[config.mk]
export PLATFORM = sky130hd
export DESIGN_NAME = fftc_top
export DESIGN_NICKNAME = d
export VERILOG_FILES = /design/src/rtl/fftc_pkg.sv /design/src/rtl/fftc_top.sv
export SDC_FILE = /design/constraint.sdc
export NUM_CORES = 1
export LEC_CHECK = 0
export BUFFER_PORTS_ARGS = -buffer_cell sky130_fd_sc_hd__buf_2
export CAP_MARGIN = 20
export CORE_MARGIN = 3
export CORE_UTILIZATION = 45
export CTS_CLUSTER_SIZE = 16
export DETAILED_ROUTE_END_ITERATION = 8
export GPL_TIMING_DRIVEN = 0
export PLACE_DENSITY = 0.78
export SYNTH_ARGS = -nofsm -noshare
export SYNTH_HDL_FRONTEND = slang
export SYNTH_SLANG_ARGS = --single-unit
[constraint.sdc]
create_clock -name aclk -period 2.9 [get_ports aclk]
set_input_delay 0.58 -clock aclk [delete_from_list [all_inputs] [get_ports aclk]]
set_output_delay 0.58 -clock aclk [all_outputs]
set_load 0.05 [all_outputs]
[src/rtl/fftc_pkg.sv]
// Package for the FFT timing and control sequencer: constants, register map, states
//
// Contract
// - Mode bit high selects continuous operation
// - Mode bit low selects one-shot operation
// - Start is held until taken; it launches execution
// - Continuous mode repeats transforms without new start
// - Continuous results carry pair-permuted 10-bit index
// - Done strobe one cycle before last result
// - 5206 cycles start to last result; 1024-cycle window
// - DMA writes bank A, reads bank B together
// - One-shot needs 1024 plus one I/O cycles
// - One-shot reorders results writing them to memory
// - One-shot dual space gives natural result order
// - IO pending pulse four cycles before result strobe
// - Clock enable low freezes all activity (the code keeps toggling half_rate_core_clock in single address space)
// - System reset high stops everything at once
// - Single address space always gives digit-reversed order
// - Single space: half-rate core, alternating memory access
// - Done strobe lasts exactly one clock
// - IO pending pulse lasts exactly one clock
package fftc_pkg;
	// ============================================================
	// Sequence timing, in core clock steps
	localparam logic [12:0] TOTAL_CYCLES = 13'h1456;
	localparam logic [12:0] WINDOW_CYCLES = 13'h0400;
	localparam logic [12:0] RES_FIRST = TOTAL_CYCLES - WINDOW_CYCLES;
	localparam logic [12:0] IO_LEAD = 13'h0004;
	localparam logic [12:0] DMA_CYCLES = 13'h0400;
	// ============================================================
	// Register map, byte addresses
	localparam logic [7:0] CTRL_OFF = 8'h00;
	localparam logic [7:0] CMD_OFF = 8'h04;
	localparam logic [7:0] STATUS_OFF = 8'h08;
	localparam logic [7:0] COUNT_OFF = 8'h0C;
	// CTRL fields
	localparam int CTRL_CONT_BIT = 0;
	localparam int CTRL_CE_BIT = 1;
	localparam logic [1:0] CTRL_RESET = 2'h2;
	// CMD fields, write one to request
	localparam int CMD_START_BIT = 0;
	localparam int CMD_DMA_BIT = 1;
	// STATUS fields
	localparam int STAT_STATE_LSB = 0;
	localparam int STAT_XFER_BIT = 4;
	localparam int STAT_DUAL_BIT = 5;
	localparam int STAT_START_BIT = 6;
	localparam int STAT_DMA_BIT = 7;
	// AXI responses
	localparam logic [1:0] RESP_OKAY = 2'h0;
	localparam logic [1:0] RESP_SLVERR = 2'h2;
	// ============================================================
	// Sequencer states
	typedef enum logic [3:0] {
		FFTC_IDLE = 4'h1,
		FFTC_DMA = 4'h2,
		FFTC_RUN = 4'h4,
		FFTC_FLUSH = 4'h8
	} fftc_state_e;
endpackage

[src/rtl/fftc_top.sv]
// FFT timing and control sequencer with AXI4-Lite control registers
`timescale 1ns/1ps
module fftc_top #(
	parameter int DATA_W = 16,
	parameter int IDX_W = 10,
	parameter bit DUAL_SPACE = 1'b1
) (
	// Clock and reset
	input wire logic aclk,
	input wire logic aresetn,
	input wire logic system_reset_in,
	// AXI4-Lite slave
	input wire logic [7:0] s_axi_awaddr,
	input wire logic s_axi_awvalid,
	output logic s_axi_awready,
	input wire logic [31:0] s_axi_wdata,
	input wire logic [3:0] s_axi_wstrb,
	input wire logic s_axi_wvalid,
	output logic s_axi_wready,
	output logic [1:0] s_axi_bresp,
	output logic s_axi_bvalid,
	input wire logic s_axi_bready,
	input wire logic [7:0] s_axi_araddr,
	input wire logic s_axi_arvalid,
	output logic s_axi_arready,
	output logic [31:0] s_axi_rdata,
	output logic [1:0] s_axi_rresp,
	output logic s_axi_rvalid,
	input wire logic s_axi_rready,
	// Host data stream
	input wire logic [DATA_W-1:0] host_data_real,
	input wire logic [DATA_W-1:0] host_data_imag,
	output logic host_xfer_active,
	output logic io_pending,
	// Results
	output logic result_strobe,
	output logic [DATA_W-1:0] result_real_bus,
	output logic [DATA_W-1:0] result_imag_bus,
	output logic [IDX_W-1:0] result_index,
	output logic done,
	// Memory bank A
	output logic [IDX_W-1:0] ram_a_addr,
	output logic [2*DATA_W-1:0] ram_a_wdata,
	input wire logic [2*DATA_W-1:0] ram_a_rdata,
	output logic ram_a_cs_n,
	output logic ram_a_oe_n,
	output logic ram_a_we_n,
	// Memory bank B
	output logic [IDX_W-1:0] ram_b_addr,
	output logic [2*DATA_W-1:0] ram_b_wdata,
	input wire logic [2*DATA_W-1:0] ram_b_rdata,
	output logic ram_b_cs_n,
	output logic ram_b_oe_n,
	output logic ram_b_we_n,
	// Single address space core clock
	output logic half_rate_core_clock
);
	import fftc_pkg::*;

	// ============================================================
	// AXI4-Lite slave
	logic aw_held, w_held;
	logic [7:0] aw_addr_q;
	logic [31:0] w_data_q;
	logic [3:0] w_strb_q;
	logic wr_fire;
	logic [1:0] ctrl;
	logic start_pend, dma_pend;
	logic [15:0] xform_count;
	fftc_state_e state;
	logic [12:0] cnt;
	logic half_phase;
	logic step;

	assign wr_fire = aw_held && w_held && !s_axi_bvalid;

	always_ff @(posedge aclk) begin
		if (!aresetn) begin
			aw_held <= 1'b0;
			aw_addr_q <= 8'h00;
			s_axi_awready <= 1'b0;
		end else if (s_axi_awvalid && s_axi_awready) begin
			aw_held <= 1'b1;
			aw_addr_q <= s_axi_awaddr;
			s_axi_awready <= 1'b0;
		end else begin
			if (wr_fire) begin
				aw_held <= 1'b0;
			end
			s_axi_awready <= !aw_held && !s_axi_bvalid;
		end
	end

	always_ff @(posedge aclk) begin
		if (!aresetn) begin
			w_held <= 1'b0;
			w_data_q <= 32'h00000000;
			w_strb_q <= 4'h0;
			s_axi_wready <= 1'b0;
		end else if (s_axi_wvalid && s_axi_wready) begin
			w_held <= 1'b1;
			w_data_q <= s_axi_wdata;
			w_strb_q <= s_axi_wstrb;
			s_axi_wready <= 1'b0;
		end else begin
			if (wr_fire) begin
				w_held <= 1'b0;
			end
			s_axi_wready <= !w_held && !s_axi_bvalid;
		end
	end

	always_ff @(posedge aclk) begin
		if (!aresetn) begin
			s_axi_bvalid <= 1'b0;
			s_axi_bresp <= RESP_OKAY;
		end else if (wr_fire) begin
			s_axi_bvalid <= 1'b1;
			s_axi_bresp <= (aw_addr_q[7:2] == CTRL_OFF[7:2] || aw_addr_q[7:2] == CMD_OFF[7:2])
				? RESP_OKAY : RESP_SLVERR;
		end else if (s_axi_bready) begin
			s_axi_bvalid <= 1'b0;
		end
	end

	// Control bits; the mode is sampled by the sequencer at each transform end
	always_ff @(posedge aclk) begin
		if (!aresetn) begin
			ctrl <= CTRL_RESET;
		end else if (wr_fire && aw_addr_q[7:2] == CTRL_OFF[7:2] && w_strb_q[0]) begin
			ctrl <= w_data_q[1:0];
		end
	end

	// Commands stay pending until the sequencer steps in idle, so a stalled core loses none
	always_ff @(posedge aclk) begin
		if (!aresetn || system_reset_in) begin
			start_pend <= 1'b0;
			dma_pend <= 1'b0;
		end else if (wr_fire && aw_addr_q[7:2] == CMD_OFF[7:2] && w_strb_q[0]) begin
			start_pend <= w_data_q[CMD_START_BIT] | (start_pend & ~(step & state == FFTC_IDLE));
			dma_pend <= w_data_q[CMD_DMA_BIT] | (dma_pend & ~(step & state == FFTC_IDLE));
		end else if (step && state == FFTC_IDLE) begin
			start_pend <= 1'b0;
			dma_pend <= dma_pend & start_pend;
		end
	end

	always_ff @(posedge aclk) begin
		if (!aresetn) begin
			s_axi_arready <= 1'b0;
			s_axi_rvalid <= 1'b0;
			s_axi_rdata <= 32'h00000000;
			s_axi_rresp <= RESP_OKAY;
		end else if (s_axi_arvalid && s_axi_arready) begin
			s_axi_arready <= 1'b0;
			s_axi_rvalid <= 1'b1;
			s_axi_rresp <= RESP_OKAY;
			unique case (s_axi_araddr[7:2])
				CTRL_OFF[7:2]: s_axi_rdata <= {30'h00000000, ctrl};
				CMD_OFF[7:2]: s_axi_rdata <= 32'h00000000;
				STATUS_OFF[7:2]: s_axi_rdata <= {24'h000000, dma_pend, start_pend,
					DUAL_SPACE, host_xfer_active, state};
				COUNT_OFF[7:2]: s_axi_rdata <= {16'h0000, xform_count};
				default: begin
					s_axi_rdata <= 32'h00000000;
					s_axi_rresp <= RESP_SLVERR;
				end
			endcase
		end else if (s_axi_rvalid) begin
			if (s_axi_rready) begin
				s_axi_rvalid <= 1'b0;
			end
		end else begin
			s_axi_arready <= 1'b1;
		end
	end

	// ============================================================
	// Core step enable
	logic cont, dig_order;
	assign cont = ctrl[CTRL_CONT_BIT];
	// Digit order whenever continuous or single address space
	assign dig_order = cont || !DUAL_SPACE;

	// Divider makes the half-rate core clock; in single address space the core runs on its enable
	always_ff @(posedge aclk) begin
		if (!aresetn || system_reset_in) begin
			half_phase <= 1'b0;
		end else begin
			half_phase <= !half_phase;
		end
	end
	assign step = ctrl[CTRL_CE_BIT] && (DUAL_SPACE || half_phase);

	// ============================================================
	// Sequencer
	always_ff @(posedge aclk) begin
		if (!aresetn || system_reset_in) begin
			state <= FFTC_IDLE;
			cnt <= 13'h0000;
		end else if (step) begin
			unique case (state)
				FFTC_IDLE: begin
					cnt <= 13'h0000;
					if (start_pend) begin
						state <= FFTC_RUN;
					end else if (dma_pend) begin
						state <= FFTC_DMA;
					end
				end
				FFTC_DMA: begin
					cnt <= cnt + 13'h0001;
					if (cnt == DMA_CYCLES - 13'h0001) begin
						state <= FFTC_IDLE;
					end
				end
				FFTC_RUN: begin
					if (cnt == TOTAL_CYCLES - 13'h0001) begin
						cnt <= 13'h0000;
						// Continuous runs on; one-shot adds a final write cycle
						state <= cont ? FFTC_RUN : FFTC_FLUSH;
					end else begin
						cnt <= cnt + 13'h0001;
					end
				end
				FFTC_FLUSH: begin
					state <= FFTC_IDLE;
				end
			endcase
		end
	end

	always_ff @(posedge aclk) begin
		if (!aresetn || system_reset_in) begin
			xform_count <= 16'h0000;
		end else if (step && state == FFTC_RUN && cnt == TOTAL_CYCLES - 13'h0001) begin
			xform_count <= xform_count + 16'h0001;
		end
	end

	// ============================================================
	// Result index generation
	logic in_window;
	logic [IDX_W-1:0] seq, perm;
	assign in_window = state == FFTC_RUN && cnt >= RES_FIRST;
	assign seq = IDX_W'(cnt - RES_FIRST);
	genvar gi;
	generate
		for (gi = 0; gi < IDX_W / 2; gi++) begin : g_perm
			// Index order a1,a0,a3,a2,...,a9,a8
			assign perm[IDX_W-1-2*gi] = seq[2*gi+1];
			assign perm[IDX_W-2-2*gi] = seq[2*gi];
		end
	endgenerate

	// Result and handshake outputs; pulses are gated by the step enable
	always_ff @(posedge aclk) begin
		if (!aresetn || system_reset_in) begin
			result_strobe <= 1'b0;
			result_real_bus <= '0;
			result_imag_bus <= '0;
			result_index <= '0;
			done <= 1'b0;
			io_pending <= 1'b0;
			host_xfer_active <= 1'b0;
		end else begin
			done <= step && state == FFTC_RUN && cnt == TOTAL_CYCLES - 13'h0002;
			io_pending <= step && state == FFTC_RUN && cnt == RES_FIRST - IO_LEAD;
			if (step) begin
				result_strobe <= in_window;
				host_xfer_active <= state == FFTC_DMA || (in_window && cont);
				if (in_window) begin
					result_index <= dig_order ? perm : seq;
					result_real_bus <= DUAL_SPACE ? ram_b_rdata[2*DATA_W-1:DATA_W]
						: ram_a_rdata[2*DATA_W-1:DATA_W];
					result_imag_bus <= DUAL_SPACE ? ram_b_rdata[DATA_W-1:0]
						: ram_a_rdata[DATA_W-1:0];
				end
			end
		end
	end

	// ============================================================
	// Memory control
	// The butterfly datapath sits outside; ranks here only sweep addresses
	logic active;
	assign active = state != FFTC_IDLE;
	always_ff @(posedge aclk) begin
		if (!aresetn || system_reset_in) begin
			ram_a_addr <= '0;
			ram_a_wdata <= '0;
			ram_a_cs_n <= 1'b1;
			ram_a_oe_n <= 1'b1;
			ram_a_we_n <= 1'b1;
			ram_b_addr <= '0;
			ram_b_wdata <= '0;
			ram_b_cs_n <= 1'b1;
			ram_b_oe_n <= 1'b1;
			ram_b_we_n <= 1'b1;
		end else if (!ctrl[CTRL_CE_BIT]) begin
			ram_a_cs_n <= 1'b1;
			ram_a_oe_n <= 1'b1;
			ram_a_we_n <= 1'b1;
			ram_b_cs_n <= 1'b1;
			ram_b_oe_n <= 1'b1;
			ram_b_we_n <= 1'b1;
		end else if (!DUAL_SPACE) begin
			// One shared port: read on one edge, write on the next
			ram_a_cs_n <= !active;
			ram_a_oe_n <= !(active && !half_phase);
			ram_a_we_n <= !(active && half_phase);
			ram_a_addr <= state == FFTC_DMA ? IDX_W'(cnt) : (in_window ? seq : IDX_W'(cnt));
			ram_a_wdata <= state == FFTC_DMA || (in_window && cont)
				? {host_data_real, host_data_imag} : ram_a_rdata;
			ram_b_cs_n <= 1'b1;
			ram_b_oe_n <= 1'b1;
			ram_b_we_n <= 1'b1;
		end else if (state == FFTC_DMA) begin
			// Load new input into A while previous results come out of B
			ram_a_cs_n <= 1'b0;
			ram_a_oe_n <= 1'b1;
			ram_a_we_n <= 1'b0;
			ram_a_addr <= IDX_W'(cnt);
			ram_a_wdata <= {host_data_real, host_data_imag};
			ram_b_cs_n <= 1'b0;
			ram_b_oe_n <= 1'b0;
			ram_b_we_n <= 1'b1;
			ram_b_addr <= IDX_W'(cnt);
		end else if (in_window) begin
			ram_b_cs_n <= 1'b0;
			ram_a_cs_n <= 1'b0;
			if (cont) begin
				ram_a_oe_n <= 1'b1;
				ram_a_we_n <= 1'b0;
				ram_a_addr <= seq;
				ram_a_wdata <= {host_data_real, host_data_imag};
				ram_b_oe_n <= 1'b0;
				ram_b_we_n <= 1'b1;
				ram_b_addr <= seq;
			end else begin
				// Reorder while writing: read digit order, write natural address
				ram_a_oe_n <= 1'b0;
				ram_a_we_n <= 1'b1;
				ram_a_addr <= perm;
				ram_b_oe_n <= 1'b1;
				ram_b_we_n <= 1'b0;
				ram_b_addr <= seq;
				ram_b_wdata <= ram_a_rdata;
			end
		end else begin
			// Both banks serve every rank; the flush cycle ends the last write
			ram_a_cs_n <= !active;
			ram_a_oe_n <= !(state == FFTC_RUN);
			ram_a_we_n <= 1'b1;
			ram_a_addr <= IDX_W'(cnt);
			ram_b_cs_n <= !active;
			ram_b_oe_n <= 1'b1;
			ram_b_we_n <= !active;
			ram_b_addr <= IDX_W'(cnt);
			ram_b_wdata <= ram_a_rdata;
		end
	end

	always_ff @(posedge aclk) begin
		if (!aresetn) begin
			half_rate_core_clock <= 1'b0;
		end else begin
			half_rate_core_clock <= DUAL_SPACE ? 1'b0 : !half_phase;
		end
	end
endmodule

Yosys cells after proc, flatten, opt, wreduce, memory -nomap -nowiden --
Index checks and enable logic that the tools add are counted.
Word-level totals: register bits after elaboration 225, input port bits 156, output and inout port bits 178
Cells by class: $add $sub $neg 3, order comparisons 1, eq/ne operators 17, muxes and demuxes 42, bitwise gates (word level) 10, reductions and logical operators 47
Operators with widths (number):
- $mux W32 | 5
- $mux W10 | 6
- $pmux W16 S3 | 1
- $eq A13 B13 Y1 const B | 3
- $pmux W13 S3 | 1
- $mux W1 | 20
- $mux W4 | 5
- $logic_and A1 B1 Y1 | 18
- $add A16 B1 Y16 const B | 1
- $pmux W4 S4 | 1
- $add A13 B1 Y13 const B | 1
- $eq A13 B10 Y1 const B | 1
- $ge A13 B13 Y1 const B | 1
- $mux W13 | 1
- $eq A6 B1 Y1 const B | 2
- $eq A6 B2 Y1 const B | 2
- $logic_not A6 Y1 | 2
- $reduce_bool A2 Y1 | 6
- $sub A10 B7 Y10 const B | 1
- $reduce_or A2 Y1 | 4
- $logic_not A1 Y1 | 6
- $ne A2 B2 Y1 const B | 3
- $reduce_and A3 Y1 | 2
- $and A1 B1 Y1 | 4
- other kinds (15) | 23

Logic depth before layout (Yosys ltp) --
depth after elaboration 6, mapped depth 9

Least setup slack after synthesis --
Ideal clock, no wire load.
path kind register -> register, from register cnt[1], to register ram_a_wdata[10], arrival 2.028 ns, slack 0.800 ns, stages on the path, launching flop included 8, clock period less this slack 2.100 ns, path through dfxtp_1 -> ha_1 -> nor4bb_1 -> a21o_1 -> o211ai_2 -> a21oi_2 -> buf_6 -> mux2i_1
Between the ends: cells in the longest elaborated chain, start to end 4
Ends and longest elaborated chain:
- from (decl) | line fftc_top.sv:71 | logic [12:0] cnt;
- from (signal assigned) | line fftc_top.sv:213 | cnt <= cnt + 13'h0001;
- from (signal assigned) | line fftc_top.sv:224 | cnt <= cnt + 13'h0001;
- $ge A13 B13 Y1 | line fftc_top.sv:246 | assign in_window = state == FFTC_RUN && cnt >= RES_FIRST;
- $logic_and A1 B1 Y1 | line fftc_top.sv:246
- $reduce_bool A2 Y1 (no source line)
- $reduce_and A3 Y1 (no source line)
- to (signal assigned) | line fftc_top.sv:314 | ram_a_wdata <= state == FFTC_DMA || (in_window && cont)
- to (signal assigned) | line fftc_top.sv:325 | ram_a_wdata <= {host_data_real, host_data_imag};
- to (signal assigned) | line fftc_top.sv:337 | ram_a_wdata <= {host_data_real, host_data_imag};
- to (decl) | line fftc_top.sv:43 | output logic [2*DATA_W-1:0] ram_a_wdata,
No other way between the ends. A chain may end at the register's enable or synchronous reset.

Worst setup path after layout --
from register cnt[1], to register ram_a_wdata[20]
The elaborated chain is that of the path after synthesis.

==> implementation parameters <==
Parameter                              Value

Drt
  1st-pass router iterations    5
  Met2 wirelength from detailed routing    around 13000 um
  Routed Wire Length    between 20000 and 30000 um
  # DRC    0
  Routed WL per cell    ~16 um
  Top routing layer used    met4
  Detailed route wirelength on metal3    between 1500 and 2000 um
  Wl on met1    10430 um
  DR vias    between 8000 and 9000
  ANT nets after route    0
  First-iteration detailed-routing DRC count    around 510
  Number of vias per cell    roughly 5.1

STA
  Max Clk Rate    approximately 370 MHz
  Slew headroom    0.5385
  Hold Worst Slack    ~320 ps
  Final hold viol count    0
  Worst-Margin Slew    692.3 ps
  Max Transition Viols Final    0
  Period utilization    0.9266
  Minimum period implied by the final worst setup slack    between 2000 and 3000 ps
  RSZ-0062 raised after global routing    no
  Setup skew after layout    roughly 12 ps
  Setup-failing EPs final    0
  Final setup TNS    0 ps

Logic synthesis
  Number of standard cells after synthesis    about 1000
  Avg Cell Area, Syn    around 8.7 um2
  Top_reg_cell synth    sky130_fd_sc_hd__dfxtp_1
  Area of the mapped netlist    between 8000 and 9000 um2
  Syn. warnings    0
  Share of the yosys chip area belonging to registers    0.4651
  Yosys reg bits    between 200 and 250
  Number of enable-type register cells in the synthesized netlist    0
  Async set or reset register ratio after synthesis    0
  Number of different library cells in the post-synthesis netlist    slightly above 60

Critical path
  CP required    3320 ps
  Setup CP Type    reg2reg
  Critical path arrival    approximately 3100 ps
  Largest fanout on the critical path    10
  Flop-to-flop setup slack    about 210 ps
  Kind of capture point of the worst setup path    register
  Critical path launch point type    register

Final layout
  Most common cell after layout, fill and taps aside    sky130_fd_sc_hd__buf_2
  Post-Layout Inst Area    about 11000 um2
  Seq. cell area    slightly above 4000 um2
  Fraction of final layout cells sized beyond drive strength 1    0.2822
  Total number of nets in the final design    1488
  Layout area overhead    29.45%
  Fillcell total    roughly 1600
  Most used cells in the layout excluding fill and tap cells    sky130_fd_sc_hd__buf_2 (291), sky130_fd_sc_hd__nand2_1 (246), sky130_fd_sc_hd__dfxtp_1 (203), sky130_fd_sc_hd__mux2i_1 (74), sky130_fd_sc_hd__a21oi_1 (55)
  Area of the multi-input gates    around 4200 um2

Floorplan
  Core Region    approximately 19000 um2
  Vertical extent of the die    145.4 um
  Full die area    around 21000 um2
  Std cell rows    50
  Number of I/O pins    334
  Horizontal die dimension    about 150 um
  Starting Density    0.4625

Clock network
  Clock buffers created by TritonCTS    23
  # hold bufs at CTS    0
  TritonCTS clock tree    built
  Clock slew at reported path FFs    60 ps
  Total number of H-tree levels    1
  Clock Tree Buf Depth    3
  Insertion delay of the later-clocked pin in the worst-skew pair    around 500 ps
  Clk sinks    about 200
  Setup Buffers After CTS    0
  Cell at the root of the clock tree    sky130_fd_sc_hd__clkbuf_16
  Resized cells post-CTS    0

Worst hold path
  Classification of the worst-slack hold path    in2reg

Run status
  Result of the run    completed

Pwr
  Lkg Pwr    ~5 nW
  Peak supply drop    ~330 uV
  Power per unit of standard cell area    553.3 nW/um2
  Tot Pwr    0.006259 W

Placement
  Placement Cell Area    10510 um2
  Buffers on Ports    ~280
  Gpl congestion    0.9192
  Half-perimeter wire length after placement    19120 um

Global route
  Wire length of the first global-routing pass    40230 um
  Gr usage total    0.2265
  Vias in the first global route    7823
  Largest net degree at the start of global routing    13
  Total grt overflow    0
  Initial antenna violation count    0

Run
  Max_cap viols    0
[final cells by class]
| class | count | share of cell area |
|---|---|---|
| diodes | 1 | 0.0002212 |
| repair buffers | 276 | 0.1221 |
| flip-flops and latches | 203 | 0.3593 |
| inverters | 12 | 0.003982 |
| well taps | 260 | 0.02876 |
| multi-input cells | 720 | 0.3704 |
| clock buffers | 37 | 0.06349 |
| clock inverters | 5 | 0.006968 |
| plain buffers | 90 | 0.04480 |
[report_power, final]
group / leakage, nW / switching (W) / internal, W
Clock: 0.395 / 0.00112 / 0.00187
Sequential: 1.64 / 0.0000216 / 0.00282
Combinational: 2.93 / 0.000292 / 0.000135
Total: 4.97 / 0.00143 / 0.00483
[critical path, stage by stage (launching register included)]
cell	delay [ps]
sky130_fd_sc_hd__dfxtp_1	580
sky130_fd_sc_hd__ha_1	240
sky130_fd_sc_hd__nor4bb_1	470
sky130_fd_sc_hd__a21o_1	290
sky130_fd_sc_hd__o211ai_2	120
sky130_fd_sc_hd__a21oi_2	430
sky130_fd_sc_hd__buf_6	250
sky130_fd_sc_hd__mux2i_1	220
[synthesized netlist by cell type, drive strengths merged, types with 2 or more instances]
| master | n | share of area |
|---|---|---|
| or4b | 2 | 0.0023 |
| buf | 48 | 0.040 |
| or4 | 2 | 0.0017 |
| mux2i | 74 | 0.085 |
| mux2 | 4 | 0.0052 |
| and2 | 3 | 0.0024 |
| and4 | 2 | 0.0020 |
| a21boi | 14 | 0.012 |
| o211ai | 10 | 0.0092 |
| a22oi | 3 | 0.0026 |
| or3 | 3 | 0.0021 |
| o211a | 3 | 0.0034 |
| dfxtp | 203 | 0.47 |
| o21a | 2 | 0.0017 |
| and4b | 3 | 0.0034 |
| nand3 | 33 | 0.019 |
| a22o | 10 | 0.010 |
| clkbuf | 42 | 0.018 |
| inv | 11 | 0.0047 |
| nand2b | 3 | 0.0021 |
| a31oi | 7 | 0.0050 |
| nor4 | 11 | 0.0079 |
| nor2b | 6 | 0.0043 |
| a21o | 2 | 0.0017 |
| and3 | 7 | 0.0050 |
| or2 | 2 | 0.0014 |
| o31ai | 2 | 0.0017 |
| nand2 | 247 | 0.11 |
| o21ai | 29 | 0.017 |
| nor2 | 53 | 0.023 |
| a211o | 3 | 0.0030 |
| ha | 6 | 0.0086 |
| nand4 | 17 | 0.012 |
| a211oi | 10 | 0.010 |
| a21oi | 58 | 0.035 |
| xor2 | 10 | 0.010 |
| xnor2 | 30 | 0.030 |
| nor3b | 2 | 0.0017 |
| o311ai | 4 | 0.0040 |
| nor4b | 2 | 0.0037 |
| nor3 | 13 | 0.0074 |
[cell families (layout without fill, tap and decap cells)]
group,count (synthesis),after routing,share of synthesized area
xor+xnor,40,40,0.04009
flops,203,203,0.4651
buf+inv,102,420,0.06314
simple gates,416,416,0.2133
mux,78,78,0.08992
other cells,1,20,0.0004291
compound gates,161,161,0.1194
fa+ha+maj,6,6,0.008591
[flip-flops by register name, indices dropped and copies added, names as in the netlist, 2 cells and up]
signal	cells
ram_a_wdata	32
result_real_bus	16
result_imag_bus	16
state	4
ram_a_addr	10
ctrl	2
ram_b_wdata	32
s_axi_rdata	16
ram_b_addr	8
cnt	13
xform_count	16
result_index	10
w_data_q	2
aw_addr_q	6
[per-layer routing]
| metal | track usage | up-vias |
|---|---|---|
| met5 | 0 | - |
| met3 | 0.05107 | 42 |
| li1 | - | 4038 |
| met2 | 0.4097 | 287 |
| met1 | 0.2717 | 3793 |
| met4 | 0.06030 | 0 |
[per-stage QoR]
step | util | cells | setup slack, ps
4_1_cts | 0.5986 | 1603 | 240.3
6_report | 0.5987 | 1604 | 212.8
3_5_place_dp | 0.5564 | 1561 | 264.8
3_3_place_gp | 0.5564 | 1561 | 336.0
5_1_grt | 0.5986 | 1603 | 31.51
2_1_floorplan | - | 1025 | 800.3
[path summary, 6_finish.rpt]
| path | start | endpoint | cells past startpoint |
|---|---|---|---|
| setup / recovery | cnt[1] | ram_a_wdata[20] | 7 |
| hold / removal | ram_a_rdata[6] | ram_b_wdata[6] | 3 |
| setup reg to reg | cnt[1] | ram_a_wdata[20] | 7 |
| hold reg to reg | result_real_bus[6] | result_real_bus[6] | 2 |
Power figures use the tool's default switching activity.
